<file path="config.mk">
export PLATFORM = sky130hd
export DESIGN_NAME = ocpwm_channel
export DESIGN_NICKNAME = d
export VERILOG_FILES = /design/src/ocpwm_pkg.sv /design/src/ocpwm_channel.sv
export SDC_FILE = /design/constraint.sdc
export NUM_CORES = 1
export LEC_CHECK = 0
export BUFFER_PORTS_ARGS = -buffer_cell sky130_fd_sc_hd__buf_2
export CAP_MARGIN = 20
export CORE_MARGIN = 5
export CORE_UTILIZATION = 49
export DETAILED_ROUTE_END_ITERATION = 12
export PLACE_DENSITY = 0.88
export SLEW_MARGIN = 20
export SYNTH_ARGS = -nofsm -noshare
export SYNTH_HDL_FRONTEND = slang
export SYNTH_SLANG_ARGS = --single-unit
</file>
<file path="constraint.sdc">
create_clock -name pclk -period 2.9 [get_ports pclk]
set_clock_uncertainty 0.15 [all_clocks]
set_input_delay 0.87 -clock pclk [delete_from_list [all_inputs] [get_ports pclk]]
set_output_delay 0.87 -clock pclk [all_outputs]
set_load 0.005 [all_outputs]
</file>
<file path="src/ocpwm_pkg.sv">
package ocpwm_pkg;

  // ------------------------------------------------------------
  // Register map (byte addresses, one word each)
  // ------------------------------------------------------------
  localparam logic [7:0] OCPWM_SECONDARY_OFS = 8'h00;
  localparam logic [7:0] OCPWM_MAIN_OFS = 8'h04;
  localparam logic [7:0] OCPWM_CONTROL_OFS = 8'h08;
  localparam logic [7:0] OCPWM_STATUS_OFS = 8'h0C;

  // ------------------------------------------------------------
  // Field positions
  // ------------------------------------------------------------
  localparam int OCPWM_MODE_LSB = 0;
  localparam int OCPWM_TSEL_BIT = 3;
  localparam int OCPWM_FLT_BIT = 4;
  localparam int OCPWM_SIDL_BIT = 13;
  localparam int OCPWM_ST_CMP_BIT = 0;
  localparam int OCPWM_ST_T1_BIT = 1;
  localparam int OCPWM_ST_T2_BIT = 2;
  localparam int OCPWM_ST_PIN_BIT = 8;

  // ------------------------------------------------------------
  // Reset values
  // ------------------------------------------------------------
  localparam logic [15:0] OCPWM_VALUE_RST = 16'h0000;
  localparam logic [2:0] OCPWM_MODE_RST = 3'h0;

  // ------------------------------------------------------------
  // Types
  // ------------------------------------------------------------
  typedef enum logic [2:0] {
    OCPWM_OFF = 3'b000,
    OCPWM_FORCE_LOW = 3'b001,
    OCPWM_FORCE_HIGH = 3'b010,
    OCPWM_TOGGLE = 3'b011,
    OCPWM_ONE_PULSE = 3'b100,
    OCPWM_CONT_PULSE = 3'b101,
    OCPWM_PWM = 3'b110,
    OCPWM_PWM_FAULT = 3'b111
  } ocpwm_mode_t;

  // One shared timer as seen by the channel
  typedef struct packed {
    logic [15:0] count;
    logic [15:0] period;
    logic tick;
    logic run;
    logic halt_idle;
  } ocpwm_timer_t;

endpackage : ocpwm_pkg

</file>
<file path="src/ocpwm_channel.sv">
`timescale 1ns/100ps
`default_nettype none

// What this block does
// - Control bit 3 picks the second timer; clear means the first timer.
// - Modes 001, 010, 011 force low, force high or toggle on a match.
// - A wrap to zero without a match leaves the pin as it was.
// - Mode 100 gives one pulse, mode 101 a continuous pulse train.
// - Main value match starts the pulse, secondary value match ends it.
// - After one pulse, another comes only when mode 100 is written again.
// - Modes 110, 111 are PWM; main is a read-only latch of the buffered duty.
// - Mode 111 with fault input low floats the pin and, outside Sleep, sets the fault flag.
// - Once the flag is set, float lasts until fault input is high and a PWM mode (110 or 111) is written.
// - PWM period is period value plus one timer increments.
// - Period rollover sets the pin unless the new duty is zero, reloads the duty latch and flags the timer.
// - Duty zero keeps the pin low; duty above period keeps it high.
// - In Sleep the pin holds its level; operation resumes on wake-up.
// - In Idle it runs only with own and timer halt bits clear and timer on.
// - Outside PWM every compare event sets the compare flag; software clears it.
// - In PWM the compare flag never sets; the timer flag marks each period.
module ocpwm_channel
  import ocpwm_pkg::*;
(
  input wire logic pclk,
  input wire logic presetn,
  input wire logic psel,
  input wire logic penable,
  input wire logic pwrite,
  input wire logic [7:0] paddr,
  input wire logic [31:0] pwdata,
  output logic [31:0] prdata,
  output logic pready,
  output logic pslverr,
  input wire ocpwm_timer_t first_timer,
  input wire ocpwm_timer_t second_timer,
  input wire logic sleep_mode,
  input wire logic idle_mode,
  input wire logic fault_input_pin,
  output logic compare_output_pin_o,
  output logic compare_output_pin_oe,
  output logic compare_irq_flag,
  output logic first_timer_irq_flag,
  output logic second_timer_irq_flag
);

  // ------------------------------------------------------------
  // Registers and nets
  // ------------------------------------------------------------
  logic [2:0] mode_q;
  logic tsel_q;
  logic sidl_q;
  logic fault_flag_q;
  logic [15:0] main_q;
  logic [15:0] secondary_q;
  logic pulse_done_q;
  logic pin_q;
  logic pin_oe_q;
  logic cmp_flag_q;
  logic t1_flag_q;
  logic t2_flag_q;
  logic [2:0] flt_sync_q;
  logic flt_level_q;
  logic pready_q;
  logic pslverr_q;
  logic [31:0] prdata_q;

  ocpwm_timer_t tmr;
  logic access;
  logic xfer_done;
  logic wr_done;
  logic wr_ctrl;
  logic wr_main;
  logic wr_sec;
  logic wr_stat;
  logic mapped;
  logic is_pwm;
  logic is_single;
  logic is_dual;
  logic running;
  logic tick;
  logic main_hit;
  logic sec_hit;
  logic period_hit;
  logic cmp_event;
  logic [2:0] new_mode;
  logic [31:0] rd_word;

  // ------------------------------------------------------------
  // Bus decode
  // ------------------------------------------------------------
  assign access = psel && penable;
  assign xfer_done = access && pready_q;
  assign wr_done = xfer_done && pwrite && !pslverr_q;
  assign wr_ctrl = wr_done && (paddr == OCPWM_CONTROL_OFS);
  assign wr_main = wr_done && (paddr == OCPWM_MAIN_OFS);
  assign wr_sec = wr_done && (paddr == OCPWM_SECONDARY_OFS);
  assign wr_stat = wr_done && (paddr == OCPWM_STATUS_OFS);
  assign mapped = (paddr == OCPWM_CONTROL_OFS) || (paddr == OCPWM_MAIN_OFS) ||
                  (paddr == OCPWM_SECONDARY_OFS) || (paddr == OCPWM_STATUS_OFS);
  assign new_mode = pwdata[OCPWM_MODE_LSB +: 3];

  // ------------------------------------------------------------
  // Time base and compare events
  // ------------------------------------------------------------
  assign tmr = tsel_q ? second_timer : first_timer;
  assign is_pwm = (mode_q == OCPWM_PWM) || (mode_q == OCPWM_PWM_FAULT);
  assign is_single = (mode_q == OCPWM_FORCE_LOW) || (mode_q == OCPWM_FORCE_HIGH) ||
                     (mode_q == OCPWM_TOGGLE);
  assign is_dual = (mode_q == OCPWM_ONE_PULSE) || (mode_q == OCPWM_CONT_PULSE);
  // Sleep stops the time base, so the pin keeps its last level
  assign running = !sleep_mode && tmr.run &&
                   !(idle_mode && (sidl_q || tmr.halt_idle));
  // A tick while count sits on a value means the count reached it
  assign tick = running && tmr.tick && (mode_q != OCPWM_OFF);
  assign main_hit = tick && (tmr.count == main_q);
  assign sec_hit = tick && (tmr.count == secondary_q);
  assign period_hit = tick && (tmr.count == tmr.period);
  assign cmp_event = (is_single && main_hit) ||
                     (is_dual && !pulse_done_q && (main_hit || sec_hit));

  // ------------------------------------------------------------
  // Control register
  // ------------------------------------------------------------
  always_ff @(posedge pclk or negedge presetn) begin
    if (!presetn) begin
      mode_q <= OCPWM_MODE_RST;
      tsel_q <= 1'b0;
      sidl_q <= 1'b0;
    end else if (wr_ctrl) begin
      mode_q <= new_mode;
      tsel_q <= pwdata[OCPWM_TSEL_BIT];
      sidl_q <= pwdata[OCPWM_SIDL_BIT];
    end
  end

  // ------------------------------------------------------------
  // Compare values
  // ------------------------------------------------------------
  always_ff @(posedge pclk or negedge presetn) begin
    if (!presetn) begin
      secondary_q <= OCPWM_VALUE_RST;
    end else if (wr_sec) begin
      secondary_q <= pwdata[15:0];
    end
  end

  // Main value is read-only while PWM owns it as the duty latch
  always_ff @(posedge pclk or negedge presetn) begin
    if (!presetn) begin
      main_q <= OCPWM_VALUE_RST;
    end else if (is_pwm && period_hit) begin
      main_q <= secondary_q;
    end else if (wr_main && !is_pwm) begin
      main_q <= pwdata[15:0];
    end
  end

  // ------------------------------------------------------------
  // Fault input: three stages, level moves when stages two and three agree
  // ------------------------------------------------------------
  always_ff @(posedge pclk or negedge presetn) begin
    if (!presetn) begin
      flt_sync_q <= 3'h7;
    end else begin
      flt_sync_q <= {flt_sync_q[1:0], fault_input_pin};
    end
  end

  always_ff @(posedge pclk or negedge presetn) begin
    if (!presetn) begin
      flt_level_q <= 1'b1;
    end else if (flt_sync_q[1] == flt_sync_q[2]) begin
      flt_level_q <= flt_sync_q[2];
    end
  end

  // Set wins over the re-enable write while the fault is still low
  always_ff @(posedge pclk or negedge presetn) begin
    if (!presetn) begin
      fault_flag_q <= 1'b0;
    end else if (mode_q == OCPWM_PWM_FAULT && !flt_level_q && !sleep_mode) begin
      fault_flag_q <= 1'b1;
    end else if (wr_ctrl && flt_level_q && new_mode[2:1] == 2'b11) begin
      fault_flag_q <= 1'b0;
    end
  end

  always_ff @(posedge pclk or negedge presetn) begin
    if (!presetn) begin
      pin_oe_q <= 1'b1;
    end else begin
      pin_oe_q <= !(fault_flag_q || (mode_q == OCPWM_PWM_FAULT && !flt_level_q));
    end
  end

  // ------------------------------------------------------------
  // One-pulse bookkeeping
  // ------------------------------------------------------------
  always_ff @(posedge pclk or negedge presetn) begin
    if (!presetn) begin
      pulse_done_q <= 1'b0;
    end else if (wr_ctrl) begin
      pulse_done_q <= 1'b0;
    end else if (mode_q == OCPWM_ONE_PULSE && sec_hit && !pulse_done_q) begin
      pulse_done_q <= 1'b1;
    end
  end

  // ------------------------------------------------------------
  // Output pin
  // ------------------------------------------------------------
  always_ff @(posedge pclk or negedge presetn) begin
    if (!presetn) begin
      pin_q <= 1'b0;
    end else if (mode_q == OCPWM_OFF) begin
      pin_q <= 1'b0;
      // A wrap with no match falls through, so the pin keeps its level
    end else if (is_single && main_hit) begin
      case (mode_q)
        OCPWM_FORCE_LOW: begin
          pin_q <= 1'b0;
        end
        OCPWM_FORCE_HIGH: begin
          pin_q <= 1'b1;
        end
        OCPWM_TOGGLE: begin
          pin_q <= !pin_q;
        end
        default: begin
          pin_q <= pin_q;
        end
      endcase
    end else if (is_dual && !pulse_done_q && sec_hit) begin
      pin_q <= 1'b0;
    end else if (is_dual && !pulse_done_q && main_hit) begin
      pin_q <= 1'b1;
    end else if (is_pwm && period_hit) begin
      pin_q <= (secondary_q != 16'h0000);
    end else if (is_pwm && main_hit) begin
      // Duty above period never matches, so the pin stays high
      pin_q <= 1'b0;
    end
  end

  // ------------------------------------------------------------
  // Event flags (write one to clear, set wins)
  // ------------------------------------------------------------
  always_ff @(posedge pclk or negedge presetn) begin
    if (!presetn) begin
      cmp_flag_q <= 1'b0;
    end else if (cmp_event && !is_pwm) begin
      cmp_flag_q <= 1'b1;
    end else if (wr_stat && pwdata[OCPWM_ST_CMP_BIT]) begin
      cmp_flag_q <= 1'b0;
    end
  end

  always_ff @(posedge pclk or negedge presetn) begin
    if (!presetn) begin
      t1_flag_q <= 1'b0;
    end else if (is_pwm && period_hit && !tsel_q) begin
      t1_flag_q <= 1'b1;
    end else if (wr_stat && pwdata[OCPWM_ST_T1_BIT]) begin
      t1_flag_q <= 1'b0;
    end
  end

  always_ff @(posedge pclk or negedge presetn) begin
    if (!presetn) begin
      t2_flag_q <= 1'b0;
    end else if (is_pwm && period_hit && tsel_q) begin
      t2_flag_q <= 1'b1;
    end else if (wr_stat && pwdata[OCPWM_ST_T2_BIT]) begin
      t2_flag_q <= 1'b0;
    end
  end

  // ------------------------------------------------------------
  // Read mux and bus answer
  // ------------------------------------------------------------
  always_comb begin
    rd_word = 32'h0000_0000;
    case (paddr)
      OCPWM_SECONDARY_OFS: begin
        rd_word[15:0] = secondary_q;
      end
      OCPWM_MAIN_OFS: begin
        rd_word[15:0] = main_q;
      end
      OCPWM_CONTROL_OFS: begin
        rd_word[OCPWM_MODE_LSB +: 3] = mode_q;
        rd_word[OCPWM_TSEL_BIT] = tsel_q;
        rd_word[OCPWM_FLT_BIT] = fault_flag_q;
        rd_word[OCPWM_SIDL_BIT] = sidl_q;
      end
      OCPWM_STATUS_OFS: begin
        rd_word[OCPWM_ST_CMP_BIT] = cmp_flag_q;
        rd_word[OCPWM_ST_T1_BIT] = t1_flag_q;
        rd_word[OCPWM_ST_T2_BIT] = t2_flag_q;
        rd_word[OCPWM_ST_PIN_BIT] = pin_q;
      end
      default: begin
        rd_word = 32'h0000_0000;
      end
    endcase
  end

  // One wait state so every bus output comes from a flop
  always_ff @(posedge pclk or negedge presetn) begin
    if (!presetn) begin
      pready_q <= 1'b0;
      pslverr_q <= 1'b0;
      prdata_q <= 32'h0000_0000;
    end else if (access && !pready_q) begin
      pready_q <= 1'b1;
      pslverr_q <= !mapped;
      prdata_q <= pwrite ? 32'h0000_0000 : rd_word;
    end else begin
      pready_q <= 1'b0;
      pslverr_q <= 1'b0;
      prdata_q <= 32'h0000_0000;
    end
  end

  // ------------------------------------------------------------
  // Outputs
  // ------------------------------------------------------------
  assign prdata = prdata_q;
  assign pready = pready_q;
  assign pslverr = pslverr_q;
  assign compare_output_pin_o = pin_q;
  assign compare_output_pin_oe = pin_oe_q;
  assign compare_irq_flag = cmp_flag_q;
  assign first_timer_irq_flag = t1_flag_q;
  assign second_timer_irq_flag = t2_flag_q;

endmodule : ocpwm_channel

`default_nettype wire

</file>
# --- After elaboration in Yosys (flattened, before gate mapping) ---
# Cells that the tools add are included.
totals:
  ff_bits: 82
  input_bits: 118
  out_inout_bits: 39
  wordCells: 135
classes:
  n_eq_ne: 16
  muxes: 31
  reduce_logical: 71
op_table:
  columns: ["op", "n"]
  rows:
  - ["$mux W16", 4]
  - ["$eq A16 B16 Y1", 3]
  - ["$logic_and A1 B1 Y1", 37]
  - ["$mux W35", 1]
  - ["$mux W1", 18]
  - ["$eq A8 B4 Y1 const B", 2]
  - ["$reduce_bool A16 Y1", 1]
  - ["$eq A3 B3 Y1 const B", 4]
  - ["$pmux W3 S4", 1]
  - ["$reduce_bool A2 Y1", 6]
  - ["$logic_not A1 Y1", 11]
  - ["$logic_or A1 B1 Y1", 11]
  - ["$pmux W1 S3", 3]
  - ["$eq A8 B3 Y1 const B", 1]
  - ["$logic_not A8 Y1", 1]
  - ["$pmux W4 S2", 1]
  - ["$eq A3 B2 Y1 const B", 2]
  - ["$pmux W2 S3", 1]
  - ["$pmux W3 S2", 1]
  - ["$reduce_bool A6 Y1", 1]
  - ["$ne A5 B5 Y1 const B", 1]
  - ["$pmux W2 S2", 1]
  - ["$eq A3 B1 Y1 const B", 1]
  - ["$logic_not A3 Y1", 1]
  - ["other kinds (4)", 4]

# --- Logic depth before layout (Yosys ltp) ---
# Gate-level depths: netlist (run 1).
depth:
  depth_word: 15
  ltp_mapped: 9
  depth_no_buf: 7

# --- Worst setup path after synthesis (run 1) ---
# No wires, ideal clock.
synth_path:
  kind: "input to register"
  startpoint: "in paddr[5]"
  endpoint: "reg secondary_q[10]"
  setup_ns: 0.125
  t_arrival_ns: 2.451
  required_time_ns: 2.625
  path_slack_ns: 0.174
  stages: 7
  n_path_buf: 2
  path_cell_list: "nor4_1 > nand2_1 > nor4_1 > and2_1 > clkbuf_1 > buf_2 > mux2_2"
synth_via:
  elab_chain_len: 2
synth_lines:
  columns: ["item", "line_no", "rtl"]
  rows:
  - ["start: declaration", "ocpwm_channel.sv:29", "input wire logic [7:0] paddr,"]
  - ["$logic_not A8 Y1", "ocpwm_channel.sv:96", "assign wr_sec = wr_done && (paddr == OCPWM_SECONDARY_OFS);"]
  - ["$logic_and A1 B1 Y1", "ocpwm_channel.sv:96", null]
  - ["end signal: assignment", "ocpwm_channel.sv:143", "secondary_q <= pwdata[15:0];"]
  - ["end: declaration", "ocpwm_channel.sv:54", "logic [15:0] secondary_q;"]
# Every way passes these cells.
# A chain may end at the register's enable or synchronous reset.

# --- Final worst setup path (run 1) ---
layout_path:
  startpoint: "reg tsel_q"
  endpoint: "reg pin_q (netlist: compare_output_pin_o)"
layout_via:
  elab_chain_len: 14
  word_cells_on_any_way: 27
  cone_classes: "eq/ne: 4; mux: 6; reduce/logical: 17"
layout_lines:
  columns: ["item", "line_no", "rtl"]
  rows:
  - ["start: declaration", "ocpwm_channel.sv:50", "logic tsel_q;"]
  - ["start signal: assignment", "ocpwm_channel.sv:131", "tsel_q <= pwdata[OCPWM_TSEL_BIT];"]
  - ["$mux W35 *", "ocpwm_channel.sv:105", "assign tmr = tsel_q ? second_timer : first_timer;"]
  - ["$logic_or A1 B1 Y1", "ocpwm_channel.sv:112", "!(idle_mode && (sidl_q || tmr.halt_idle));"]
  - ["$logic_and A1 B1 Y1", "ocpwm_channel.sv:112", null]
  - ["$logic_not A1 Y1", "ocpwm_channel.sv:112", null]
  - ["$logic_and A1 B1 Y1", "ocpwm_channel.sv:111", "assign running = !sleep_mode && tmr.run &&"]
  - ["$logic_and A1 B1 Y1 (2 in a row)", "ocpwm_channel.sv:114", "assign tick = running && tmr.tick && (mode_q != OCPWM_OFF);"]
  - ["$logic_and A1 B1 Y1", "ocpwm_channel.sv:117", "assign period_hit = tick && (tmr.count == tmr.period);"]
  - ["$logic_and A1 B1 Y1", "ocpwm_channel.sv:237", "end else if (is_pwm && period_hit) begin"]
  - ["$mux W1", "ocpwm_channel.sv:237", null]
  - ["$mux W1", "ocpwm_channel.sv:235", "end else if (is_dual && !pulse_done_q && main_hit) begin"]
  - ["$mux W1", "ocpwm_channel.sv:233", "end else if (is_dual && !pulse_done_q && sec_hit) begin"]
  - ["$mux W1", "ocpwm_channel.sv:218", "end else if (is_single && main_hit) begin"]
  - ["$mux W1", "ocpwm_channel.sv:215", "end else if (mode_q == OCPWM_OFF) begin"]
  - ["end signal: assignment", "ocpwm_channel.sv:227", "pin_q <= !pin_q;"]
  - ["end signal: assignment", "ocpwm_channel.sv:230", "pin_q <= pin_q;"]
  - ["end signal: assignment", "ocpwm_channel.sv:238", "pin_q <= (secondary_q != 16'h0000);"]
  - ["end: declaration", "ocpwm_channel.sv:56", "logic pin_q;"]
# Mark *: on every way between the ends. The rest lies on a longest branch, timed or not.

==> flow_metrics.env, run 1 <==
export IMPL_syn_inst=390
export IMPL_hold_path_class="reg -> reg"
export IMPL_cpPeakStageDelay_ns=0.51
export IMPL_clock_sinks=66
export IMPL_grt_remaining_overflow=0
export IMPL_cp_arrival_ns=2.65
export IMPL_cpMostUsedCell="buf_12"
export IMPL_worstReg2RegStart="tsel_q"
export IMPL_clk_path_buf_depth=2
export IMPL_fin_area_sq_mm=0.00490
export IMPL_multi_input_area_sq_mm=0.00208
export IMPL_synth_flop_cell="dfrtp_1"
export IMPL_die_h_microns=100
export IMPL_crit_chain="buf_12, inv_1, a21o_1, a2111o_1, nor3_1, and3_1, buf_12, a22oi_1, a21oi_1"
export IMPL_cts_buffers_inserted=9
export IMPL_final_common_cell="buf_2"
export IMPL_start_kind="flop"
export IMPL_numPortBuffers=124
export IMPL_clk_latency_ns=0.35
export IMPL_min_period_ns=2.53
export IMPL_ys_types=45
export IMPL_viasPerCell=5.62
export IMPL_fmax_ghz=0.396
export IMPL_tritoncts="yes"
export IMPL_rsz0062_at_grt="false"
export IMPL_fin_total_pwr_mw=1.98
export IMPL_nets=635
export IMPL_grt_pass1_vias=3571
export IMPL_syn_area_sq_mm=0.00397
export IMPL_holdPathStages=0
export IMPL_yosysSeqAreaShare_pct=41.8
export IMPL_drive_gt1_share_pct=35.2
export IMPL_met2_usage_pct=38.5
export IMPL_antenna_found_initial=0
export IMPL_r2r_slack_ns=0.37
export IMPL_criticalPathCategory="reg -> reg"
export IMPL_synthDominantCellAreaShare_pct=38.4
export IMPL_required_ns=3.02
export IMPL_fin_setup_tns_ns=0
export IMPL_grt_max_degree=67
export IMPL_finalMaxSlewViolations=0
export IMPL_max_slew_margin_pct=67.1
export IMPL_core_area_sq_mm=0.00781
export IMPL_postCtsSetupBuffers=0
export IMPL_synth_avg_cell_area_sq_um=10.2
export IMPL_status="completed"
export IMPL_root_buffer="clkbuf_8"
export IMPL_reg2reg_depth=9
export IMPL_hp_start="flt_sync_q[0]"
export IMPL_power_density_mw_per_mm2=403
export IMPL_endpoint_kind="flop"
export IMPL_start_util_pct=50.8
export IMPL_worstMarginPinSlew_ns=0.479
export IMPL_synth_warnings=0
export IMPL_drcViolationCount=0
export IMPL_hold_end="flt_sync_q[1]"
export IMPL_ant_nets=0
export IMPL_cp_max_fo=30
export IMPL_fin_ws_ns=0.372
export IMPL_crit_slowest_cell="a2111o_1"
export IMPL_ys_top_cells_by_area="dfrtp_1 38%, xnor2_1 7.9%, mux2i_1 7.1%, mux2_2 6.0%, xor2_1 5.5%"
export IMPL_vias=3505
export IMPL_ctsResizeCount=0
export IMPL_ctsHoldBuffers=0
export IMPL_dp_slack_ns=0.115
export IMPL_synthArstFlopShare_pct=100
export IMPL_use_met3_pct=7.02
export IMPL_critical_path_top_delay_family="compound AO/OA/AOI/OAI gates"
export IMPL_postPlaceCellArea_sq_mm=0.00470
export IMPL_hold_viol=0
export IMPL_place_gp_congestion=0.865
export IMPL_use_met1_pct=27.4
export IMPL_pin_count=157
export IMPL_synth_edff_count=0
export IMPL_setup_viol_count_final=0
export IMPL_r2r_end="compare_output_pin_o"
export IMPL_antenna_cells=0
export IMPL_num_rows=32
export IMPL_critPathBufInv=3
export IMPL_clkTransAtPathRegs_ns=0.07
export IMPL_layout_common_cells="124 x buf_2, 61 x dfrtp_1, 36 x xnor2_1"
export IMPL_fp_dieW_microns=100
export IMPL_drt_pass1_iterations=5
export IMPL_yosysTopAreaCell="dfrtp_1"
export IMPL_ys_seq_elements=66
export IMPL_wirelength_microns=11200
export IMPL_drt_iter0_drc=266
export IMPL_leakagePower_nw=2.37
export IMPL_fillCellCount=628
export IMPL_finalCritPeriodShare_pct=87.2
export IMPL_post_drt_wl_per_cell_microns=18.0
export IMPL_grt_most_used_layer="met2"
export IMPL_syn2layout_area_growth_pct=23.5
export IMPL_regArea_sq_mm=0.00166
export IMPL_grt_pass1_wl_microns=17800
export IMPL_grt_total_usage_pct=22.6
export IMPL_hpwl_microns=8610
export IMPL_vdd_ir_drop_max_mv=0.230
export IMPL_htree_levels=3
export IMPL_cap_violations=0
export IMPL_dieArea_sq_mm=0.0100
==> sequential cells by signal, summed over array words and instances, names as in the netlist <==
signal,cells
first_timer_irq_flag,1
flt_sync_q,3
compare_output_pin_o,1
pready,1
compare_output_pin_oe,1
flt_level_q,1
pslverr,1
tsel_q,1
sidl_q,1
mode_q,3
second_timer_irq_flag,1
fault_flag_q,1
pulse_done_q,1
compare_irq_flag,1
secondary_q,16
main_q,16
prdata,16
==> worst reg2reg max path, delay by kind of cell, from the launching register on <==
kind	cells	cell delay, ns
buffers and inverters	3	0.56
AO/OA/AOI/OAI	4	0.96
AND/OR/NAND/NOR	2	0.41
flip-flops	1	0.39
==> through the flow <==
| step | hold slack (ns) | cells | utilization [%] |
|---|---|---|---|
| final | 0.210 | 624 | 62.8 |
| after global routing | 0.219 | 624 | 62.8 |
| after CTS | 0.212 | 624 | 62.8 |
| after detailed placement | 0.197 | 608 | 60.2 |
| after global placement | 0.196 | 608 | 60.2 |
| after floorplan | 0.195 | 405 | - |
==> how the worst max path moves through the flow <==
| stage | start | end | slack (ns) | depth (start not counted) |
|---|---|---|---|---|
| 6_report | tsel_q | compare_output_pin_o | 0.37 | 9 |
| 5_1_grt | tsel_q | compare_irq_flag | 0.17 | 8 |
| 4_1_cts | tsel_q | compare_output_pin_o | 0.38 | 9 |
| 3_5_place_dp | second_timer[19] | compare_output_pin_o | 0.12 | 8 |
| 3_3_place_gp | paddr[5] | secondary_q[9] | 0.15 | 8 |
| 2_1_floorplan | paddr[5] | secondary_q[10] | 0.17 | 7 |
==> report_power, final <==
part | internal (mW) | total (mW) | switching (mW)
combinational | 0.120 | 0.252 | 0.132
sequential | 0.932 | 0.939 | 0.00713
clock | 0.421 | 0.786 | 0.364
total | 1.47 | 1.98 | 0.504
==> synthesized netlist by cell type (all sizes together), types with 7 or more instances <==
library cell and n:
nor2 24, inv 20, nor3 12, nor4 15, mux2 21, buf 23, mux2i 29, a22oi 17
xor2 25, o21ai 22, nor2b 7, clkbuf 10, nand2 15, xnor2 36, dfrtp 61
==> final cells by class <==
class,instances,area share [%]
clock buffers,10,2.81
clock inverters,6,1.35
inverters,20,1.53
multi-input cells,286,42.4
flip-flops and latches,66,33.8
well taps,102,2.60
repair buffers,134,15.5
==> kinds of logic (layout without fill, tap and decap cells) <==
family | Yosys count | after routing | synth area share, %
buffers and inverters | 53 | 170 | 7.22
AOI/OAI and AO/OA | 60 | 60 | 9.83
muxes | 53 | 53 | 15.1
and+or+nand+nor | 95 | 95 | 12.3
adders and majority gates | 1 | 1 | 0.252
DFF | 66 | 66 | 41.8
other | 1 | 16 | 0.0945
xor gates and xnor gates | 61 | 61 | 13.5
==> layer usage <==
| layer | vias to the layer above | share of wire (%) |
|---|---|---|
| met3 | 23 | 11 |
| met2 | 187 | 50 |
| met4 | 0 | 2.0 |
| li1 | 1593 | - |
| met5 | - | 0 |
| met1 | 1702 | 38 |
Power figures use the tool's default switching activity.
==> run 2: changes to the inputs <==
--- a/config.mk
+++ b/config.mk
@@ -10,8 +10,10 @@
 export CORE_MARGIN = 5
 export CORE_UTILIZATION = 49
 export DETAILED_ROUTE_END_ITERATION = 12
+export GPL_TIMING_DRIVEN = 0
+export MAX_ROUTING_LAYER = met4
 export PLACE_DENSITY = 0.88
-export SLEW_MARGIN = 20
+export SLEW_MARGIN = 25
 export SYNTH_ARGS = -nofsm -noshare
 export SYNTH_HDL_FRONTEND = slang
 export SYNTH_SLANG_ARGS = --single-unit
==> run 2 against run 1 <==
Against the previous run:
- critical endpoint is now main_q[11]
- register-to-register slack lost 0.15 ns
- design area is 1.5% higher
- first-iteration DRC count is 3.4% higher
- global-route usage grew 0.37 points
==> flow_metrics.env, run 2 (synthesis gave the netlist of run 1 again) <==
export IMPL_hold_path_class="reg -> reg"
export IMPL_place_gp_congestion=0.938
export IMPL_hp_start="flt_sync_q[0]"
export IMPL_holdPathStages=0
export IMPL_max_slew_margin_pct=45.0
export IMPL_hold_end="flt_sync_q[1]"
export IMPL_dp_slack_ns=-0.426
export IMPL_fmax_ghz=0.356
export IMPL_final_common_cell="buf_2"
export IMPL_criticalPathCategory="in -> reg"
export IMPL_top_layer_used="met4"
export IMPL_cp_max_fo=10
export IMPL_root_buffer="clkbuf_8"
export IMPL_instances_no_fill=647
export IMPL_drt_met1_wl_microns=4270
export IMPL_pin_count=157
export IMPL_grt_total_usage_pct=22.9
export IMPL_wirelength_microns=11200
export IMPL_placed_cells_incl_taps=631
export IMPL_fin_total_pwr_mw=1.99
export IMPL_nets=656
export IMPL_htree_levels=3
export IMPL_syn2layout_area_growth_pct=25.4
export IMPL_power_density_mw_per_mm2=400
export IMPL_endpoint_kind="flop"
export IMPL_hold_viol=0
export IMPL_grt_pass1_wl_microns=17500
export IMPL_leakagePower_nw=2.43
export IMPL_drt_iter0_drc=275
export IMPL_clkTransAtPathRegs_ns=0.07
export IMPL_layout_common_cells="126 x buf_2, 61 x dfrtp_1, 36 x xnor2_1"
export IMPL_finalMaxSlewViolations=0
export IMPL_cap_violations=0
export IMPL_cpPeakStageDelay_ns=0.38
export IMPL_grt_max_degree=67
export IMPL_cts_buffers_inserted=9
export IMPL_core_area_sq_mm=0.00781
export IMPL_worstMarginPinSlew_ns=0.825
export IMPL_cpMostUsedCell="nor4_1"
export IMPL_regArea_sq_mm=0.00166
export IMPL_vdd_ir_drop_max_mv=0.251
export IMPL_required_ns=2.96
export IMPL_clock_sinks=66
export IMPL_tritoncts="yes"
export IMPL_cp_arrival_ns=2.87
export IMPL_met3_wirelength_microns=1350
export IMPL_worstReg2RegStart="mode_q[1]"
export IMPL_drive_gt1_share_pct=36.1
export IMPL_vias=3535
export IMPL_fin_setup_tns_ns=0
export IMPL_dieArea_sq_mm=0.0100
export IMPL_clk_latency_ns=0.36
export IMPL_ant_nets=0
export IMPL_die_h_microns=100
export IMPL_fin_ws_ns=0.0910
export IMPL_antenna_found_initial=2
export IMPL_finalCritPeriodShare_pct=96.9
export IMPL_wl_met2_microns=5440
export IMPL_fillCellCount=581
export IMPL_start_kind="primary input"
export IMPL_start_util_pct=50.8
export IMPL_rsz0062_at_grt="false"
export IMPL_min_period_ns=2.81
export IMPL_status="completed"
export IMPL_r2r_end="main_q[7]"
export IMPL_fp_dieW_microns=100
export IMPL_drt_pass1_iterations=5
export IMPL_clk_path_buf_depth=2
export IMPL_setup_viol_count_final=0
export IMPL_r2r_slack_ns=0.22
export IMPL_crit_slowest_cell="and3_2"
export IMPL_post_drt_wl_per_cell_microns=17.4
export IMPL_grt_remaining_overflow=0
export IMPL_viasPerCell=5.46
export IMPL_reg2reg_depth=8
export IMPL_grt_pass1_vias=3517
export IMPL_crit_chain="buf_2, nor4_1, nand2_1, nor4_1, and3_2, a31o_2, clkbuf_1, o21ai_0"
export IMPL_num_rows=32
export IMPL_drcViolationCount=0
export IMPL_hpwl_microns=8810
export IMPL_multi_input_area_sq_mm=0.00208
export IMPL_numPortBuffers=124
## run 2: cell types whose count changed in the layout (fill, tap and decap cells not counted), sizes merged
cell / before / now
clkinvlp: 0 / 1
clkinv: 5 / 3
buf: 134 / 147
inv: 20 / 21
diode: 0 / 2
clkbuf: 10 / 18
## run 2: repair_timing
action                     4_1_cts  5_1_grt
buffers inserted                 0        0
hold buffers                     0        0
resized for setup                0        1
setup endpoints to repair       10       20
## run 2: worst max-delay path by stage
stage,from,end,slack [ns],cells after the start
6_report,paddr[5],main_q[11],0.09,8
3_3_place_gp,paddr[5],main_q[12],-0.34,9
5_1_grt,paddr[5],main_q[11],0.005,8
3_5_place_dp,paddr[5],main_q[11],-0.43,9
2_1_floorplan,paddr[5],secondary_q[10],0.17,7
4_1_cts,paddr[5],secondary_q[12],0.02,8
## run 2: per-stage QoR
stage	hold slack [ns]	area, sq um	util (%)
after floorplan	0.195	4030	-
after global placement	0.196	4770	61.2
after detailed placement	0.197	4780	61.2
after CTS	0.208	4980	63.7
after global routing	0.211	4980	63.8
final	0.207	4980	63.8
## run 2: layer usage
metal | GRT usage (%) | up-vias
li1 | - | 1631
met5 | - | -
met1 | 27.5 | 1667
met4 | 7.05 | 0
met3 | 7.85 | 22
met2 | 36.6 | 215
## run 2: layout make-up
| cell class | instances | area share [%] |
|---|---|---|
| clock inverters | 6 | 1.31 |
| plain buffers | 31 | 4.10 |
| well taps | 102 | 2.56 |
| inverters | 20 | 1.51 |
| multi-input cells | 286 | 41.8 |
| clock buffers | 10 | 2.76 |
| diodes | 2 | 0.101 |
| flip-flops and latches | 66 | 33.3 |
| repair buffers | 124 | 12.5 |
## run 2: report_power, final
part           internal [mW]  switching, mW
logic                  0.130          0.131
registers              0.932        0.00694
clock network          0.421          0.370
## run 2: worst max-delay path, delay by kind of cell
family	cells	cell delay (ns)
buffers and inverters	2	0.46
AND/OR/NAND/NOR	4	1.16
AO/OA/AOI/OAI	2	0.38
==> run 3: changes to the inputs <==
--- a/config.mk
+++ b/config.mk
@@ -13,6 +13,7 @@
 export GPL_TIMING_DRIVEN = 0
 export MAX_ROUTING_LAYER = met4
 export PLACE_DENSITY = 0.88
+export REMOVE_ABC_BUFFERS = 1
 export SLEW_MARGIN = 25
 export SYNTH_ARGS = -nofsm -noshare
 export SYNTH_HDL_FRONTEND = slang
==> run 3 against run 2 <==
Against the previous run:
- fmax down 0.10%
- combinational power down 5%
- sequential share of layout area up 1.7 points
- sequential power about the same
- non-clock buffer count down 30
- clock power down 17%
- wire length up 0.57%
- sequential cell count unchanged
- die area unchanged
- largest cell class unchanged
- largest power group unchanged
==> flow_metrics.env, run 3 (synthesis gave the netlist of run 1 again) <==
export IMPL_combPwrFrac_pct=13.4
export IMPL_dp_slack_ns=-0.453
export IMPL_regArea_sq_mm=0.00166
export IMPL_cts_buffers_inserted=9
export IMPL_clk_latency_ns=0.35
export IMPL_wirelength_microns=11300
export IMPL_post_drt_wl_per_cell_microns=18.4
export IMPL_antenna_cells=0
export IMPL_core_area_sq_mm=0.00781
export IMPL_antenna_found_initial=0
export IMPL_clkPwrFrac_pct=35.5
export IMPL_root_buffer="clkbuf_8"
export IMPL_num_rows=32
export IMPL_cp_arrival_ns=2.88
export IMPL_hold_viol=0
export IMPL_min_period_ns=2.81
export IMPL_grt_max_degree=67
export IMPL_drive_gt1_share_pct=34.5
export IMPL_vias=3482
export IMPL_vdd_ir_drop_max_mv=0.196
export IMPL_power_frac_seq_pct=51.1
export IMPL_htree_levels=3
export IMPL_hold_path_class="reg -> reg"
export IMPL_criticalPathCategory="in -> reg"
export IMPL_finalCritPeriodShare_pct=97.0
export IMPL_power_internal_mw=1.35
export IMPL_hpwl_microns=8470
export IMPL_power_density_mw_per_mm2=387
export IMPL_layout_common_cells="123 x buf_2, 60 x dfrtp_1, 36 x xnor2_1"
export IMPL_switchingPower_mw=0.489
export IMPL_endpoint_kind="flop"
export IMPL_fmax_ghz=0.356
export IMPL_fp_dieW_microns=100
export IMPL_drcViolationCount=0
export IMPL_cap_violations=0
export IMPL_setup_viol_count_final=0
export IMPL_rsz0062_at_grt="false"
export IMPL_grt_total_usage_pct=22.9
export IMPL_required_ns=2.97
export IMPL_status="completed"
export IMPL_dieArea_sq_mm=0.0100
export IMPL_leakagePower_nw=2.29
export IMPL_ant_nets=0
export IMPL_tritoncts="yes"
export IMPL_pin_count=157
export IMPL_multi_input_area_sq_mm=0.00209
export IMPL_finalMaxSlewViolations=0
export IMPL_cp_max_fo=16
export IMPL_die_h_microns=100
export IMPL_ctsHoldBuffers=0
export IMPL_final_common_cell="buf_2"
export IMPL_max_slew_margin_pct=44.9
export IMPL_place_gp_congestion=0.934
export IMPL_viasPerCell=5.66
export IMPL_drt_iter0_drc=266
export IMPL_nets=626
export IMPL_grt_pass1_wl_microns=17500
export IMPL_clk_path_buf_depth=2
export IMPL_clkTransAtPathRegs_ns=0.07
export IMPL_r2r_slack_ns=0.20
export IMPL_p_sw_share_pct=26.6
export IMPL_numPortBuffers=124
export IMPL_worstMarginPinSlew_ns=0.827
export IMPL_start_util_pct=50.8
export IMPL_fin_ws_ns=0.0881
export IMPL_start_kind="primary input"
export IMPL_grt_pass1_vias=3627
export IMPL_syn2layout_area_growth_pct=19.7
export IMPL_fin_total_pwr_mw=1.84
export IMPL_grt_remaining_overflow=0
export IMPL_clock_sinks=66
export IMPL_fillCellCount=655
export IMPL_drt_pass1_iterations=5
==> run 3: final cells by class <==
class	instances	share of cell area, %
tap	102	2.69
timing repair buffer	125	13.4
clock buffer	10	2.69
multi-input combinational	286	43.9
inverter	20	1.58
sequential	66	35.0
clock inverter	6	0.711
==> run 3: timing repair <==
item,in CTS,in global routing
hold endpoints to repair,0,0
cloned,0,0
endpoints found under the setup margin,19,20
resized for setup,3,1
buffers inserted,0,1
==> run 3: stage by stage <==
step	hold slack, ns	util [%]	TNS, ns	std cells	cell area [sq um]
2_1_floorplan	0.195	-	-0.465	372	3810
3_3_place_gp	0.196	58.4	-18.62	598	4560
3_5_place_dp	0.204	58.5	-10.76	598	4570
4_1_cts	0.209	60.6	0	614	4730
5_1_grt	0.214	60.9	0	615	4750
6_report	0.212	60.9	0	615	4750
==> run 3: power by group through the flow <==
stage / logic, mW / clock network [mW] / registers [mW]
after floorplan: 0.105 / 0 / 0.956
after global placement: 0.239 / 0 / 0.956
after detailed placement: 0.247 / 0 / 0.957
after CTS: 0.248 / 0.663 / 0.940
after global routing: 0.273 / 0.707 / 0.941
final: 0.247 / 0.653 / 0.940
==> run 3: worst paths after layout <==
check / to / start / cells after the start
max: secondary_q[8] / paddr[5] / 6
min: flt_sync_q[1] / flt_sync_q[0] / 0
max reg2reg: main_q[3] / tsel_q / 7
min reg2reg: flt_sync_q[1] / flt_sync_q[0] / 0
max in group asynchronous: tsel_q / presetn / 1
min in group asynchronous: prdata[4] / presetn / 1
==> run 3: worst max-delay path: stages <==
cell,delay (ns)
buf_2,0.09
nor4_1,0.26
nand2_1,0.14
nor4_1,0.37
and2_1,0.74
mux2_2,0.41
==> run 3: layer usage <==
layer  GRT usage [%]  share of wire, %
met1            27.5                39
met2            37.3                48
met3            6.05                11
met4            8.19               1.4
met5               -                 0
